--- config.mk ---
export PLATFORM = sky130hd
export DESIGN_NAME = seq_status_regs
export DESIGN_NICKNAME = d
export VERILOG_FILES = /design/src/seq_status_pkg.sv /design/src/reg_access_if.sv /design/src/apb_reg_port.sv /design/src/seq_status_regs.sv /design/src/sticky_flags.sv
export SDC_FILE = /design/constraint.sdc
export NUM_CORES = 1
export LEC_CHECK = 0
export BUFFER_PORTS_ARGS = -buffer_cell sky130_fd_sc_hd__buf_2
export CAP_MARGIN = 20
export CELL_PAD_IN_SITES_DETAIL_PLACEMENT = 0
export CELL_PAD_IN_SITES_GLOBAL_PLACEMENT = 2
export CORE_MARGIN = 2
export CORE_UTILIZATION = 30
export CTS_CLUSTER_DIAMETER = 150
export DETAILED_ROUTE_END_ITERATION = 16
export PLACE_DENSITY_LB_ADDON = 0.1
export RECOVER_POWER = 50
export REMOVE_ABC_BUFFERS = 1
export SLEW_MARGIN = 20
export SYNTH_ARGS = -nofsm -noshare
export SYNTH_HDL_FRONTEND = slang
export SYNTH_SLANG_ARGS = --single-unit
--- constraint.sdc ---
create_clock -name pclk -period 2.3 [get_ports pclk]
set_input_delay 0.23 -clock pclk [delete_from_list [all_inputs] [get_ports pclk]]
set_output_delay 0.23 -clock pclk [all_outputs]
set_load 0.1 [all_outputs]
--- src/seq_status_pkg.sv ---
// Constants shared by the sequencer status register bank.
// Assumes one clock domain and a 32-bit APB register port.
`default_nettype none

package seq_status_pkg;

    // ********************************
    // Register indices (byte address is four times the index)
    // ********************************
    localparam logic [7:0] IDX_VENDOR_FAULT   = 8'h12;
    localparam logic [7:0] IDX_CONTROL_PIN    = 8'h13;
    localparam logic [7:0] IDX_DRIVE_UPPER    = 8'h14;
    localparam logic [7:0] IDX_DRIVE_LOWER    = 8'h15;
    localparam logic [7:0] IDX_SENSE_UPPER    = 8'h16;
    localparam logic [7:0] IDX_SENSE_LOWER    = 8'h17;
    localparam logic [7:0] IDX_WATCHDOG       = 8'h18;
    localparam logic [7:0] IDX_SELF_TEST      = 8'h19;
    localparam logic [7:0] IDX_LAST_CAUSE     = 8'h1A;
    localparam logic [7:0] IDX_ALT_ENABLE     = 8'h20;

    // ********************************
    // Field positions
    // ********************************
    localparam int INTERRUPT_PIN_LEVEL  = 5;
    localparam int RESET_PIN_LEVEL      = 4;
    localparam int SLEEP_INPUT_LEVEL    = 3;
    localparam int RUN_INPUT_LEVEL      = 2;
    localparam int WD_WINDOW_OPEN       = 3;
    localparam int WD_EARLY_SERVICE     = 1;
    localparam int WD_TIMEOUT           = 0;
    localparam int SELF_TEST_DONE       = 6;
    localparam int SINGLE_BIT_CORRECTED = 5;
    localparam int CAUSE_EXT_RESET      = 7;
    localparam int CAUSE_WD_RESET       = 6;
    localparam int CAUSE_EMERGENCY      = 4;
    localparam int CAUSE_RUN_LOW        = 3;
    localparam int CAUSE_WD_POWEROFF    = 2;

    // ********************************
    // Reset values and codes
    // ********************************
    localparam logic [7:0] REG_RESET      = 8'h00;
    localparam logic [1:0] PHASE_INVALID  = 2'h2;
    localparam logic [1:0] CODE_NONE      = 2'h0;
    localparam int         PIN_COUNT      = 12;
    localparam int         ALT_PINS       = 4;

endpackage

`default_nettype wire

--- src/reg_access_if.sv ---
// Carrier between the APB slave and the register bank.
// Assumes both ends run on the same clock.
`default_nettype none

interface reg_access_if;
    logic [7:0] index;   // Word index of the current request
    logic       hit;     // Index maps to a register
    logic [7:0] rdata;   // Read value at index
    logic       rd_stb;  // Read completes this cycle
    logic       wr_stb;  // Write completes this cycle
    logic [7:0] wdata;   // Write data, low byte

    modport port (output index, rd_stb, wr_stb, wdata,
                  input  hit, rdata);
    modport bank (input  index, rd_stb, wr_stb, wdata,
                  output hit, rdata);
endinterface

`default_nettype wire

--- src/apb_reg_port.sv ---
// APB slave with zero wait states, feeding the register bank.
// Assumes a 32-bit APB master on pclk; data sits in bits 7:0.
`default_nettype none

module apb_reg_port (
    input  wire logic        pclk,
    input  wire logic        presetn,
    input  wire logic [11:0] paddr,
    input  wire logic        psel,
    input  wire logic        penable,
    input  wire logic        pwrite,
    input  wire logic [31:0] pwdata,
    output var  logic [31:0] prdata,
    output var  logic        pready,
    output var  logic        pslverr,
    reg_access_if.port       bus
);

    logic setup;
    logic done;
    logic aligned;

    // ****************************************************************
    // Decode
    // ****************************************************************
    assign setup     = psel & ~penable;
    assign done      = psel & penable & pready;
    assign aligned   = (paddr[1:0] == 2'h0) & (paddr[11:10] == 2'h0);
    assign bus.index = paddr[9:2];
    assign bus.wdata = pwdata[7:0];
    assign bus.rd_stb = done & ~pwrite & ~pslverr;
    assign bus.wr_stb = done & pwrite & ~pslverr;

    // Answer is prepared in the setup cycle
    always_ff @(posedge pclk or negedge presetn) begin
        if (!presetn) begin
            pready  <= 1'b0;
            pslverr <= 1'b0;
            prdata  <= 32'h0000_0000;
        end else begin
            pready  <= setup;
            if (setup) begin
                pslverr <= ~(aligned & bus.hit);
                prdata  <= (aligned & bus.hit & ~pwrite) ?
                           {24'h00_0000, bus.rdata} : 32'h0000_0000;
            end
        end
    end

endmodule // apb_reg_port

`default_nettype wire

--- src/seq_status_regs.sv ---
// Status register bank of a multichannel power sequencer.
// Assumes pclk at 50 MHz, presetn as power-on reset, APB master.
// How it works
// - Control bit 5 reads 0 while interrupt output pulled low.
// - Control bit 4 reads 0 while reset output held low.
// - Control bit 3 shows sleep request input level.
// - Control bit 2 shows run request input level.
// - Phase field: 00 shutdown, 01 sleep, 11 active; 10 never shown.
// - Drive registers show per-pin driven level, upper 12..9, lower 8..1.
// - Sense registers show per-pin sampled level, same layout.
// - Watchdog bit 3 is 1 while service window open.
// - Watchdog bit 1 sets on early service, clears on read.
// - Watchdog bit 0 sets on timeout, clears on read.
// - Test bit 6 is 1 once self-test has completed.
// - Test bit 5 sets when configuration load corrected one bit.
// - Test bits 3..0 fail flags: volatile, nonvolatile, logic, analog.
// - Reset cause kept while any supply present; only power-on clears.
// - Each reset or shutdown event overwrites the cause register.
// - Cause bit 7 marks external reset input as origin.
// - Cause bit 6 marks watchdog reset as origin.
// - Cause bit 3 marks run input low, bit 4 emergency power-down.
// - Cause bit 2 marks watchdog shutdown; field holds its mode.
// - Nonzero software shutdown code copied into cause bits 1:0 unless cause bit 2 is set.
// - Alternate enable bits 3..0 serve pins 12..9.
// - Alternate use honoured only when pin's sequencing slots are zero.
// - Vendor fault bits clear only by writing 1 to a set bit.
// - Vendor summary bit is OR of all vendor fault bits.
//
// Our own choice: the APB interface to the registers.
`default_nettype none

module seq_status_regs (
    input  wire logic        pclk,
    input  wire logic        presetn,
    // APB port
    input  wire logic [11:0] paddr,
    input  wire logic        psel,
    input  wire logic        penable,
    input  wire logic        pwrite,
    input  wire logic [31:0] pwdata,
    output var  logic [31:0] prdata,
    output var  logic        pready,
    output var  logic        pslverr,
    // Pin and sequencer state
    input  wire logic        interrupt_out_n,
    input  wire logic        reset_out_n,
    input  wire logic        sleep_request_n,
    input  wire logic        run_request_input,
    input  wire logic [1:0]  sequencer_phase,
    input  wire logic [11:0] pin_drive_level,
    input  wire logic [11:0] pin_sense_level,
    // Watchdog
    input  wire logic        watchdog_window_open,
    input  wire logic        watchdog_early_service,
    input  wire logic        watchdog_timeout,
    // Self-test and configuration load
    input  wire logic        self_test_done,
    input  wire logic        single_bit_corrected,
    input  wire logic        volatile_mem_test_fail,
    input  wire logic        nonvolatile_mem_test_fail,
    input  wire logic        logic_test_fail,
    input  wire logic        analog_test_fail,
    // Reset and shutdown event with its cause
    input  wire logic        reset_event,
    input  wire logic        external_reset_input,
    input  wire logic        watchdog_reset_cause,
    input  wire logic        emergency_powerdown_input,
    input  wire logic        run_low_cause,
    input  wire logic        watchdog_poweroff_cause,
    input  wire logic [1:0]  forced_poweroff_code,
    input  wire logic [1:0]  watchdog_poweroff_mode,
    // Alternate function setup
    input  wire logic        nvm_load_strobe,
    input  wire logic [3:0]  nvm_alt_enable,
    input  wire logic [3:0]  pin_slots_nonzero,
    output var  logic [3:0]  alt_function_active,
    // Vendor faults
    input  wire logic [7:0]  vendor_fault_set,
    output var  logic        vendor_fault_summary
);

    reg_access_if bus ();

    // ********************************
    // Stored state
    // ********************************
    logic [7:0]  control_pin_state_ff;
    logic [11:0] drive_level_ff;
    logic [11:0] sense_level_ff;
    logic        window_open_ff;
    logic [7:0]  self_test_result_ff;
    logic [7:0]  last_reset_cause_ff;
    logic [7:0]  nxt_last_reset_cause;
    logic [3:0]  alt_enable_ff;
    logic [1:0]  phase_ff;
    logic [1:0]  wd_flags;
    logic [1:0]  wd_set;
    logic [1:0]  wd_clr;
    logic [7:0]  vendor_flags;
    logic [7:0]  vendor_clr;
    logic [7:0]  watchdog_state;
    logic [7:0]  control_pin_view;

    // ********************************
    // APB slave
    // ********************************
    apb_reg_port u_port (
        .pclk    (pclk),
        .presetn (presetn),
        .paddr   (paddr),
        .psel    (psel),
        .penable (penable),
        .pwrite  (pwrite),
        .pwdata  (pwdata),
        .prdata  (prdata),
        .pready  (pready),
        .pslverr (pslverr),
        .bus     (bus.port)
    );

    // ********************************
    // Control pin status
    // ********************************

    // Sample pin levels each cycle
    always_ff @(posedge pclk or negedge presetn) begin
        if (!presetn) begin
            control_pin_state_ff <= seq_status_pkg::REG_RESET;
        end else begin
            control_pin_state_ff <= 8'h00;
            control_pin_state_ff[seq_status_pkg::INTERRUPT_PIN_LEVEL]
                <= interrupt_out_n;
            control_pin_state_ff[seq_status_pkg::RESET_PIN_LEVEL]
                <= reset_out_n;
            control_pin_state_ff[seq_status_pkg::SLEEP_INPUT_LEVEL]
                <= sleep_request_n;
            control_pin_state_ff[seq_status_pkg::RUN_INPUT_LEVEL]
                <= run_request_input;
        end
    end

    // Phase holds its last legal code
    always_ff @(posedge pclk or negedge presetn) begin
        if (!presetn) begin
            phase_ff <= 2'h0;
        end else if (sequencer_phase != seq_status_pkg::PHASE_INVALID) begin
            phase_ff <= sequencer_phase;
        end
    end

    // Phase joins the pin bits
    assign control_pin_view = {control_pin_state_ff[7:2], phase_ff};

    // ********************************
    // Enable pin drive and sense levels
    // ********************************

    // Per-pin copies of drive and sense levels
    for (genvar p = 0; p < seq_status_pkg::PIN_COUNT; p++) begin : g_pin
        always_ff @(posedge pclk or negedge presetn) begin
            if (!presetn) begin
                drive_level_ff[p] <= 1'b0;
                sense_level_ff[p] <= 1'b0;
            end else begin
                drive_level_ff[p] <= pin_drive_level[p];
                sense_level_ff[p] <= pin_sense_level[p];
            end
        end
    end

    // ********************************
    // Watchdog status
    // ********************************

    // Window level
    always_ff @(posedge pclk or negedge presetn) begin
        if (!presetn) begin
            window_open_ff <= 1'b0;
        end else begin
            window_open_ff <= watchdog_window_open;
        end
    end

    // Read clears only flags it reported; a late set survives
    assign wd_set = {watchdog_early_service, watchdog_timeout};
    assign wd_clr = (bus.rd_stb && bus.index == seq_status_pkg::IDX_WATCHDOG)
                    ? prdata[1:0] : 2'h0;

    sticky_flags #(
        .WIDTH (2)
    ) u_wd_flags (
        .clk   (pclk),
        .rst_n (presetn),
        .set   (wd_set),
        .clr   (wd_clr),
        .flags (wd_flags)
    );

    // Watchdog word
    always_comb begin
        watchdog_state = 8'h00;
        watchdog_state[seq_status_pkg::WD_WINDOW_OPEN]   = window_open_ff;
        watchdog_state[seq_status_pkg::WD_EARLY_SERVICE] = wd_flags[1];
        watchdog_state[seq_status_pkg::WD_TIMEOUT]       = wd_flags[0];
    end

    // ********************************
    // Self-test result
    // ********************************

    // Sample test status levels
    always_ff @(posedge pclk or negedge presetn) begin
        if (!presetn) begin
            self_test_result_ff <= seq_status_pkg::REG_RESET;
        end else begin
            self_test_result_ff <= 8'h00;
            self_test_result_ff[seq_status_pkg::SELF_TEST_DONE]
                <= self_test_done;
            self_test_result_ff[seq_status_pkg::SINGLE_BIT_CORRECTED]
                <= single_bit_corrected;
            self_test_result_ff[3:0]
                <= {volatile_mem_test_fail,
                    nonvolatile_mem_test_fail,
                    logic_test_fail,
                    analog_test_fail};
        end
    end

    // ********************************
    // Last reset cause
    // ********************************

    // Cause word of the event now reported
    always_comb begin
        nxt_last_reset_cause = 8'h00;
        nxt_last_reset_cause[seq_status_pkg::CAUSE_EXT_RESET]
            = external_reset_input;
        nxt_last_reset_cause[seq_status_pkg::CAUSE_WD_RESET]
            = watchdog_reset_cause;
        nxt_last_reset_cause[seq_status_pkg::CAUSE_EMERGENCY]
            = emergency_powerdown_input;
        nxt_last_reset_cause[seq_status_pkg::CAUSE_RUN_LOW]
            = run_low_cause;
        nxt_last_reset_cause[seq_status_pkg::CAUSE_WD_POWEROFF]
            = watchdog_poweroff_cause;
        if (watchdog_poweroff_cause) begin
            nxt_last_reset_cause[1:0] = watchdog_poweroff_mode;
        end else if (forced_poweroff_code != seq_status_pkg::CODE_NONE) begin
            nxt_last_reset_cause[1:0] = forced_poweroff_code;
        end
    end

    // Only power-on clears; each event overwrites
    always_ff @(posedge pclk or negedge presetn) begin
        if (!presetn) begin
            last_reset_cause_ff <= seq_status_pkg::REG_RESET;
        end else if (reset_event) begin
            last_reset_cause_ff <= nxt_last_reset_cause;
        end
    end

    // ********************************
    // Alternate function enable
    // ********************************

    // Loaded from configuration, read-only to software
    always_ff @(posedge pclk or negedge presetn) begin
        if (!presetn) begin
            alt_enable_ff <= 4'h0;
        end else if (nvm_load_strobe) begin
            alt_enable_ff <= nvm_alt_enable;
        end
    end

    // Pins with sequencing slots stay on sequencing duty
    always_ff @(posedge pclk or negedge presetn) begin
        if (!presetn) begin
            alt_function_active <= 4'h0;
        end else begin
            alt_function_active <= alt_enable_ff
                                   & ~pin_slots_nonzero;
        end
    end

    // ********************************
    // Vendor fault flags
    // ********************************

    // Write 1 clears a set bit; zeros do nothing
    assign vendor_clr = (bus.wr_stb &&
                         bus.index == seq_status_pkg::IDX_VENDOR_FAULT) ?
                        bus.wdata : 8'h00;

    sticky_flags #(
        .WIDTH (8)
    ) u_vendor_flags (
        .clk   (pclk),
        .rst_n (presetn),
        .set   (vendor_fault_set),
        .clr   (vendor_clr),
        .flags (vendor_flags)
    );

    // Summary of all vendor faults
    always_ff @(posedge pclk or negedge presetn) begin
        if (!presetn) begin
            vendor_fault_summary <= 1'b0;
        end else begin
            vendor_fault_summary <= |vendor_flags;
        end
    end

    // ********************************
    // Read multiplexer
    // ********************************

    // Word at the requested index; reserved bits are zero
    always_comb begin
        bus.hit   = 1'b1;
        bus.rdata = 8'h00;
        unique case (bus.index)
            seq_status_pkg::IDX_VENDOR_FAULT: begin
                bus.rdata = vendor_flags;
            end
            seq_status_pkg::IDX_CONTROL_PIN: begin
                bus.rdata = control_pin_view;
            end
            seq_status_pkg::IDX_DRIVE_UPPER: begin
                bus.rdata = {4'h0, drive_level_ff[11:8]};
            end
            seq_status_pkg::IDX_DRIVE_LOWER: begin
                bus.rdata = drive_level_ff[7:0];
            end
            seq_status_pkg::IDX_SENSE_UPPER: begin
                bus.rdata = {4'h0, sense_level_ff[11:8]};
            end
            seq_status_pkg::IDX_SENSE_LOWER: begin
                bus.rdata = sense_level_ff[7:0];
            end
            seq_status_pkg::IDX_WATCHDOG: begin
                bus.rdata = watchdog_state;
            end
            seq_status_pkg::IDX_SELF_TEST: begin
                bus.rdata = self_test_result_ff;
            end
            seq_status_pkg::IDX_LAST_CAUSE: begin
                bus.rdata = last_reset_cause_ff;
            end
            seq_status_pkg::IDX_ALT_ENABLE: begin
                bus.rdata = {4'h0, alt_enable_ff};
            end
            default: begin
                bus.hit = 1'b0;
            end
        endcase
    end

endmodule // seq_status_regs

`default_nettype wire

--- src/sticky_flags.sv ---
// Bank of sticky event flags; a set in the clearing cycle wins.
// Assumes set and clear are single-cycle pulses from the same clock.
`default_nettype none

module sticky_flags #(
    parameter int WIDTH = 8
) (
    input  wire logic             clk,
    input  wire logic             rst_n,
    input  wire logic [WIDTH-1:0] set,
    input  wire logic [WIDTH-1:0] clr,
    output var  logic [WIDTH-1:0] flags
);

    // One flag per bit, set has priority over clear
    for (genvar i = 0; i < WIDTH; i++) begin : g_flag
        always_ff @(posedge clk or negedge rst_n) begin
            if (!rst_n) begin
                flags[i] <= 1'b0;
            end else begin
                flags[i] <= set[i] | (flags[i] & ~clr[i]);
            end
        end
    end

endmodule // sticky_flags

`default_nettype wire

Yosys cells after proc, flatten, opt, wreduce, memory -nomap -nowiden

Index checks and enable logic that the tools add are counted.

Add/sub/neg operators: 0
Multipliers: 0
Divide/modulo/power cells: 0
Magnitude comparators: 0
Equal/unequal tests: 11
Shifts and indexed selects: 0
Muxes and demuxes: 7
Bitwise gates (word level): 46
Reduce and logical (&&, ||, !) cells: 7

Operators by type and width:

| kind               | number |
|---|---|
| $pmux 8 s10        | 1 |
| $eq 8x5->1 const B | 9 |
| $and 1x1->1        | 20 |
| $mux 8             | 2 |
| $not 1->1          | 14 |
| $or 1x1->1         | 10 |
| $reduce_or 10->1   | 1 |
| $eq 8x6->1 const B | 1 |
| $reduce_or 8->1    | 1 |
| $mux 2             | 3 |
| $and 4x4->4        | 1 |
| $logic_not 2->1    | 2 |
| $not 4->4          | 1 |
| $logic_and 1x1->1  | 2 |
| $ne 2x2->1 const B | 1 |
| $reduce_bool 2->1  | 1 |
| $mux 1             | 1 |

Register bits after elaboration: 97
Latch bits: 0
RAM bits: 0
ROM bits: 0
Input port bits: 115
Logic and storage cells: 116
Memories: 0

Logic depth before layout (Yosys ltp)

Gate-level depths: netlist of run 1.

Depth in word-level cells: 9
Gate-level depth with buffers: 8

Hierarchy

A second synthesis of run 1 with hierarchy kept.

Cell total of the unflattened synthesis: 299
Area total of the unflattened synthesis: 3413.3 µm²

Modules (own cells, without submodules):

| module                        | times used | cells an instance | area an instance (µm²) | sequential area each (µm²) |
|---|---|---|---|---|
| seq_status_regs               | 1          | 182               | 2263.4                 | 1326.3 |
| apb_reg_port                  | 1          | 87                | 787.0                  | 250.2 |
| sticky_flags (u_vendor_flags) | 1          | 24                | 290.3                  | 200.2 |
| sticky_flags (u_wd_flags)     | 1          | 6                 | 72.6                   | 50.0 |

Worst setup path after synthesis of run 1

No wires, ideal clock.

Path kind: register to register
Start point: register u_port.pready
End point: register u_vendor_flags.flags[0]
Setup time: 0.118 ns
Arrival: 1.757 ns
Required time: 2.182 ns
Slack: 0.425 ns
Stages on the path, launching flop included: 6
Buffers on the path: 1
Clock period less this slack: 1.875 ns
Path through: dfrtp_1 -> and4b_1 -> and4_1 -> buf_2 -> nand2_1 -> a21o_1

Longest elaborated chain between the ends: 8

Ends and longest elaborated chain:

| element                       | line                   | source |
|---|---|---|
| start, declared               | apb_reg_port.sv:14     | `output var logic pready,` |
| start signal, assigned        | apb_reg_port.sv:41     | `pready <= setup;` |
| $and 1x1->1                   | apb_reg_port.sv:27     | `assign done = psel & penable & pready;` |
| $and 1x1->1 (2 in a row)      | apb_reg_port.sv:32     | `assign bus.wr_stb = done & pwrite & ~pslverr;` |
| $logic_and 1x1->1             | seq_status_regs.sv:290 | `assign vendor_clr = (bus.wr_stb &&` |
| $mux 8                        | seq_status_regs.sv:291 | `bus.index == seq_status_pkg::IDX_VENDOR_FAULT) ?` |
| $not 1->1                     | sticky_flags.sv:21     | `flags[i] <= set[i] \| (flags[i] & ~clr[i]);` |
| $and 1x1->1                   | sticky_flags.sv:21     |  |
| $or 1x1->1                    | sticky_flags.sv:21     |  |
| end signal, assigned by index | sticky_flags.sv:21     |  |
| end, declared                 | sticky_flags.sv:12     | `output var logic [WIDTH-1:0] flags` |

Every way passes these cells.
A chain may end at the register's enable or synchronous reset.

Final worst setup path of run 1

Start point: input paddr[4]
End point: register u_port.prdata[1]

Longest elaborated chain between the ends: 6

Ends and longest elaborated chain:

| element                                         | line                   | source |
|---|---|---|
| start, declared                                 | seq_status_regs.sv:36  | `input wire logic [11:0] paddr,` |
| $eq 8x5->1 / $eq 8x6->1 (equally long branches) | seq_status_regs.sv:321 | `unique case (bus.index)` |
| $reduce_or 10->1 (no source line)               | -                      |  |
| $mux 1                                          | seq_status_regs.sv:321 |  |
| $and 1x1->1 (2 in a row)                        | apb_reg_port.sv:44     | `prdata <= (aligned & bus.hit & ~pwrite) ?` |
| $mux 8 (*)                                      | apb_reg_port.sv:44     |  |
| end signal, assigned                            | apb_reg_port.sv:44     |  |
| end, declared                                   | apb_reg_port.sv:13     | `output var logic [31:0] prdata,` |

Every way passes the cells marked *; elsewhere a longest branch is shown, timed or not.

==> reports/metrics.yaml, run 1 <==
min_path:
  hp-class: "in2reg"
  worstHoldStart: "pin_slots_nonzero[3]"
sta:
  setup_viol: 0
  fmax_mhz: 566.8
  finalSetupTns_ns: 0
  hold_violations: 0
  fin_skew_ns: 0.008655
  period_needed_ns: 1.764
  rsz0062_at_grt: "no"
  relSlewSlack_pct: -19.89
  fin_ws_ns: 0.5359
  slew_viol_final: 74
  fin_crit_sh_pct: 76.70
  worst_pin_slew_ns: 1.798
layout:
  finalNetCount: 535
  drive_gt1_share_pct: 35.70
  diodes: 0
  area_delta_synth_final_pct: 33.50
detailed_routing:
  m1WireLength_um: 3953
  dr_wl_met3_um: 497
  met2WireLength_um: 3677
  drc: 0
  dr.pass1.iters: 4
  wl_per_cell_um: 14.87
  viasPerCell: 4.592
  routed.top_layer: "met4"
  dr_total_vias: 2567
  wl_um: 8313
  antenna_left: 0
  first_iter_violations: 85
power:
  p_per_area_nw_per_um2: 628.2
  irDropWorstVdd_mv: 0.2700
  leakage_nw: 2.004
  power_w: 0.002722
global_routing:
  grt_pass1_wl_um: 13100
  grt_util_all_layers_pct: 14.94
  antenna_found_initial: 0
  grt_max_degree: 74
  grt_pass1_vias: 2594
  grt_overflow: 0
clocking:
  cts_root_buf: "clkbuf_8"
  numCtsBuffers: 9
  clock_sinks: 73
  clock_path_buffers: 2
  postCtsHoldBufs: 34
  cts_setup_buffers: 0
  path_clk_slew_ns: 0.07
  worstSkewPairLatency_ns: 0.34
  cts_htree_levels: 3
  cts_resized: 0
  cts_tree: "done"
yosys:
  avgSynthCellArea_um2: 11.72
  synth_top_flop_cell: "dfrtp_1"
  synth_adder_area_share_pct: 0
  synth_edf_count: 0
  synth_xor_area_share_pct: 0
  ys_types: 53
  synth_top_family_by_area: "simple AND/OR/NAND/NOR gates"
  muxShareOfSynthArea_pct: 7.903
  async_reset_ff_share_pct: 100.0
  yosys_warnings: 0
  synth-seq-cells: 73
  postSynthCellCount: 277
  seq_area_frac_synth_pct: 56.28
  synth-simple-area-share_pct: 14.61
  synth_compound_area_share_pct: 12.91
  syn_area_um2: 3246
worst_setup_path:
  required_ns: 2.58
  cp-startpoint: "paddr[4]"
  worstSetupPathType: "in2reg"
  cp-start-kind: "input port"
  critPathArrivalTime_ns: 2.04
  worst_r2r_startpoint: "u_port.pslverr"
  end_kind: "flip-flop"
  cp_max_fo: 20
floorplanning:
  initial_utilization_pct: 31.16
  die_x_um: 108.0
  io-pin-count: 154
  core_area_um2: 10420
  placementRows: 37
  die_area_um2: 11670
  die_h_um: 108.0
outcome:
  status: "finished with violations"
  violations: "capacitance limit, slew limit"
place:
  post-dp-hpwl_um: 6154
  port_buffers: 105
  place_ws_ns: 0.1891
  gp_congestion: 0.7493
job:
  drv_cap: 1
==> placed cells by master, fill, tap and decap left out, drive strengths merged, types with 3 or more instances in the layout <==
master	count
buf	112
clkbuf	13
mux2	13
a31oi	3
a21oi	6
nor4b	3
nand3	12
and2	3
nor4	5
a21o	12
a22o	9
dlygate4sd3	34
nor2	12
o21ai	6
and3	4
nand2	20
nor2b	7
conb	24
mux2i	11
clkinv	3
dfrtp	73
==> cell usage after synthesis, drive strengths merged, types with 2 or more instances <==
| library cell | instances | area [um^2] |
|---|---|---|
| and3 | 4 | 25.02 |
| a21oi | 6 | 33.78 |
| a22o | 9 | 86.34 |
| nand2 | 20 | 75.07 |
| a311o | 2 | 20.02 |
| nor4 | 5 | 31.28 |
| mux2 | 13 | 146.4 |
| nand3 | 12 | 60.06 |
| nor3 | 2 | 10.01 |
| mux2i | 11 | 110.1 |
| a31oi | 3 | 18.77 |
| o21ai | 6 | 30.03 |
| a2bb2oi | 2 | 17.52 |
| o32a | 2 | 22.52 |
| nor2 | 12 | 45.04 |
| o21a | 2 | 15.01 |
| nor4b | 3 | 26.28 |
| a21o | 12 | 90.09 |
| or3 | 2 | 12.51 |
| clkbuf | 6 | 23.77 |
| nor2b | 7 | 43.79 |
| dfrtp | 73 | 1827 |
| buf | 33 | 237.7 |
| and4 | 2 | 17.52 |
| nand2b | 2 | 12.51 |
| and2 | 3 | 18.77 |
| or3b | 2 | 17.52 |
| a22oi | 2 | 15.01 |
==> area by class of cell <==
class,count,area (um^2)
clock inverter,3,18.77
tap,136,170.2
fill,1040,6083
inverter,1,3.754
timing repair buffer,148,932.1
clock buffer,11,141.4
sequential,73,1827
multi-input combinational,187,1240
==> cells by family (layout without fill, tap and decap cells) <==
group | count (synthesis) | count (layout)
compound gates | 54 | 54
buf+inv | 40 | 163
flops | 73 | 73
mux | 24 | 24
other cells | 1 | 24
simple gates | 85 | 85
==> registers in the layout, indices dropped and copies added, names as in the netlist, 2 cells and up <==
register	flops
last_reset_cause_ff	7
u_port.prdata	8
self_test_result_ff	6
u_wd_flags.flags	2
sense_level_ff	12
control_pin_state_ff	4
u_vendor_flags.flags	8
drive_level_ff	12
alt_function_active	4
alt_enable_ff	4
phase_ff	2
==> layer usage <==
metal  global-route usage [%]  vias up
met5                        0        -
met3                    3.134       14
met4                    6.685        0
met1                    20.33     1208
met2                    22.96      110
li1                         -     1235
==> stage by stage <==
step | std cells | area (um^2) | utilization [%] | hold WS [ns]
final | 559 | 4333 | 41.60 | 0.02066
after CTS | 559 | 4337 | 41.63 | 0.003430
after global placement | 511 | 3836 | 36.83 | 0.3392
after floorplan | 261 | 3070 | - | -0.06559
after detailed placement | 511 | 3836 | 36.83 | 0.3393
after global routing | 559 | 4333 | 41.60 | 0.01308
==> report_power, final <==
group          switching (W)  internal [W]
logic               0.000350      0.000158
registers          0.0000218       0.00134
clock network       0.000442      0.000407
==> worst max-delay path, stage by stage <==
cell and delay (ns):
buf_2 0.38, nor4bb_1 0.52, buf_4 0.24, a2bb2oi_1 0.07, o21a_1 0.18, o211ai_1 0.25
a22o_2 0.18
==> final timing paths <==
check,slack [ns],to,cells past startpoint
setup / recovery,0.54,u_port.prdata[1],7
hold / removal,0.02,alt_function_active[3],2
setup reg to reg,0.72,u_vendor_flags.flags[4],4
hold reg to reg,0.48,u_wd_flags.flags[0],1
max in group asynchronous,0.88,control_pin_state_ff[4],1
min in group asynchronous,0.37,control_pin_state_ff[3],1
Note: power is estimated with default switching activity, not from simulation.
==> inputs of run 2 (changes only) <==
--- a/config.mk
+++ b/config.mk
@@ -5,12 +5,13 @@
 export SDC_FILE = /design/constraint.sdc
 export NUM_CORES = 1
 export LEC_CHECK = 0
+export ABC_AREA = 1
 export BUFFER_PORTS_ARGS = -buffer_cell sky130_fd_sc_hd__buf_2
 export CAP_MARGIN = 20
 export CELL_PAD_IN_SITES_DETAIL_PLACEMENT = 0
 export CELL_PAD_IN_SITES_GLOBAL_PLACEMENT = 2
 export CORE_MARGIN = 2
-export CORE_UTILIZATION = 30
+export CORE_UTILIZATION = 23
 export CTS_CLUSTER_DIAMETER = 150
 export DETAILED_ROUTE_END_ITERATION = 16
 export PLACE_DENSITY_LB_ADDON = 0.1
==> constraint.sdc (replaced) <==
create_clock -name pclk -period 1.5 [get_ports pclk]
set_input_delay 0.15 -clock pclk [delete_from_list [all_inputs] [get_ports pclk]]
set_output_delay 0.15 -clock pclk [all_outputs]
set_load 0.1 [all_outputs]
==> run 2 against run 1 <==
The run now ends clean. Final area rose by 10%. Core utilization is 7.2 points lower. First-iteration DRC count rose by 18%. Worst setup slack got worse by 0.36 ns. Flip-flop and latch count did not move. Via count grew 12%. Register-to-register slack worse by 0.44 ns. Worst hold slack is essentially flat. Clock skew fell by 0.0041 ns. Clock power is 140% higher. Area after synthesis is 1.1% higher. Global-route usage down 1.3 points. Critical path type is now reg2out.
==> reports/metrics.yaml, run 2 <==
worst_setup_path:
  worstSetupPathType: "reg2out"
  rrSetupSlack_ns: 0.28
  path_cells: "buf_2"
  cp-start-kind: "flip-flop"
  cp_num_buf_inv: 1
  end_kind: "output pin"
  cp_max_fo: 4
  rr_worst_depth: 5
  required_ns: 1.35
  r2r-end: "u_wd_flags.flags[0]"
  slowest_stage: "buf_2"
  worst_r2r_startpoint: "u_port.pready"
  cpPeakStageDelay_ns: 0.45
  critPathArrivalTime_ns: 1.17
  critical-path-top-delay-family: "buffers and inverters"
global_routing:
  antenna_found_initial: 0
  grt_pass1_vias: 2859
  grt_max_degree: 74
  grt_pass1_wl_um: 15040
  grt_util_all_layers_pct: 13.68
  grt_overflow: 0
sta:
  period_needed_ns: 1.321
  rsz0062_at_grt: "no"
  slew_viol_final: 0
  hold_slack_ns: 0.02057
  worst_pin_slew_ns: 0.9383
  fin_skew_ns: 0.004547
  fin_crit_sh_pct: 88.08
  relSlewSlack_pct: 37.45
  fmax_mhz: 756.9
  fin_ws_ns: 0.1788
  hold_violations: 0
  setup_viol: 0
clocking:
  worstSkewPairLatency_ns: 0.34
  numCtsBuffers: 9
  cts_tree: "done"
  cts_root_buf: "clkbuf_16"
  cts_htree_levels: 3
  cts_resized: 0
  clock_sinks: 73
  clock_path_buffers: 2
  path_clk_slew_ns: 0.05
detailed_routing:
  first_iter_violations: 100
  dr_total_vias: 2863
  viasPerCell: 3.993
  wl_per_cell_um: 13.46
  antenna_left: 0
  wl_um: 9653
  dr.pass1.iters: 4
  drc: 0
power:
  p_per_area_nw_per_um2: 1029
  leakage_nw: 2.398
  irDropWorstVdd_mv: 0.5041
floorplanning:
  die_h_um: 123.5
  die_x_um: 123.5
  initial_utilization_pct: 23.55
  die_area_um2: 15240
  core_area_um2: 13930
  placementRows: 43
  io-pin-count: 154
min_path:
  holdPathEnd: "u_vendor_flags.flags[1]"
  hp-class: "in2reg"
  worstHoldStart: "vendor_fault_set[1]"
  holdPathStages: 2
yosys:
  synth_edf_count: 0
  yosysTopAreaCell: "dfrtp_1"
  synth.top_cell.area_share_pct: 55.66
  async_reset_ff_share_pct: 100.0
  seq_area_frac_synth_pct: 55.66
  avgSynthCellArea_um2: 9.116
  yosysMostFrequentCell: "dfrtp_1"
  syn_area_um2: 3282
  postSynthCellCount: 360
  synthTopCellsByArea: "dfrtp_1 (56%), nand3_1 (7.2%), nand2_1 (7.0%)"
  yosys-top-cells-count: "dfrtp_1 (73), nand2_1 (61), nand3_1 (47)"
  synth-seq-cells: 73
  yosys_warnings: 0
  ys_types: 30
  synth_top_flop_cell: "dfrtp_1"
layout:
  final_common_cell: "buf_2"
  area_delta_synth_final_pct: 45.86
  top_regs: "drive_level_ff: 12 flops, sense_level_ff: 12 flops"
  utilization_pct: 34.35
  finalNetCount: 647
  most-common-layout-cells: "buf_2 (102), dfrtp_1 (73), nand2_1 (61)"
  diodes: 0
  drive_gt1_share_pct: 29.80
place:
  port_buffers: 105
  post-dp-hpwl_um: 7341
  gp_congestion: 0.7454
  place_ws_ns: 0.02900
outcome:
  status: "completed"
job:
  drv_cap: 0
run 2: cell count changes after synthesis, sizes merged, moves of 12 or more:
cell / change
o21ai: +14
nand3: +35
nand2: +48
inv: +39
nor2: +37
mux2: -12
run 2: repair_timing:
action	CTS	global route
setup buffers	0	0
hold buffers	47	0
hold endpoints to repair	119	0
run 2: logic make-up (layout without fill, tap and decap cells):
group | count (synthesis) | count (layout) | synth area share, %
simple gates | 180 | 180 | 26.27
flops | 73 | 73 | 55.66
buf+inv | 70 | 224 | 11.21
compound gates | 35 | 35 | 6.405
other cells | 1 | 24 | 0.1143
mux | 1 | 1 | 0.3431
run 2: per-stage QoR:
step	cell area, um^2	setup TNS [ns]	power (W)	instances
6_report	4787	0	0.004927	717
5_1_grt	4787	0	0.005163	717
2_1_floorplan	3151	-3.299	0.002547	353
3_5_place_dp	4036	0	0.002806	654
3_3_place_gp	4036	0	0.002802	654
4_1_cts	4802	0	0.005033	717
run 2: per-layer routing:
| layer | vias up | share of wire (%) | GRT usage [%] |
|---|---|---|---|
| met5 | - | 0 | 0 |
| met4 | 0 | 1.2 | 4.901 |
| met3 | 8 | 5.3 | 3.736 |
| met2 | 106 | 47 | 21.98 |
| met1 | 1289 | 47 | 17.64 |
| li1 | 1460 | - | - |
run 2: report_power, final:
| group | switching [W] | total (W) | internal (W) | leakage [nW] |
|---|---|---|---|---|
| registers | 0.0000320 | 0.00209 | 0.00206 | 0.845 |
| logic | 0.000534 | 0.000756 | 0.000222 | 1.41 |
| clock network | 0.000780 | 0.00208 | 0.00130 | 0.142 |
| total | 0.00135 | 0.00493 | 0.00358 | 2.40 |
run 2: worst max-delay path by stage:
stage	start	end	slack, ns	depth (start not counted)
finish	u_port.pslverr	pslverr	0.18	1
global route	presetn	drive_level_ff[2]	0.05	3
CTS	u_port.pslverr	pslverr	0.15	1
detailed placement	paddr[3]	u_port.prdata[3]	0.03	12
global placement	paddr[3]	u_port.prdata[3]	0.02	12
floorplan	u_port.pready	u_vendor_flags.flags[0]	-0.38	4
run 2: layout make-up:
type / instances / area, um^2
Fill cell: 1479 / 9148
Sequential cell: 73 / 1827
Multi-Input combinational cell: 240 / 1174
Timing Repair Buffer: 168 / 1116
Clock buffer: 15 / 287.8
Tap cell: 180 / 225.2
Inverter: 40 / 150.1
Clock inverter: 1 / 7.507
run 2: worst reg2reg max path: cells and delay by family (launching register included):
kind             cells  cell delay, ns
AND/OR/NAND/NOR      4            0.70
flip-flops           1            0.34
AO/OA/AOI/OAI        1            0.07
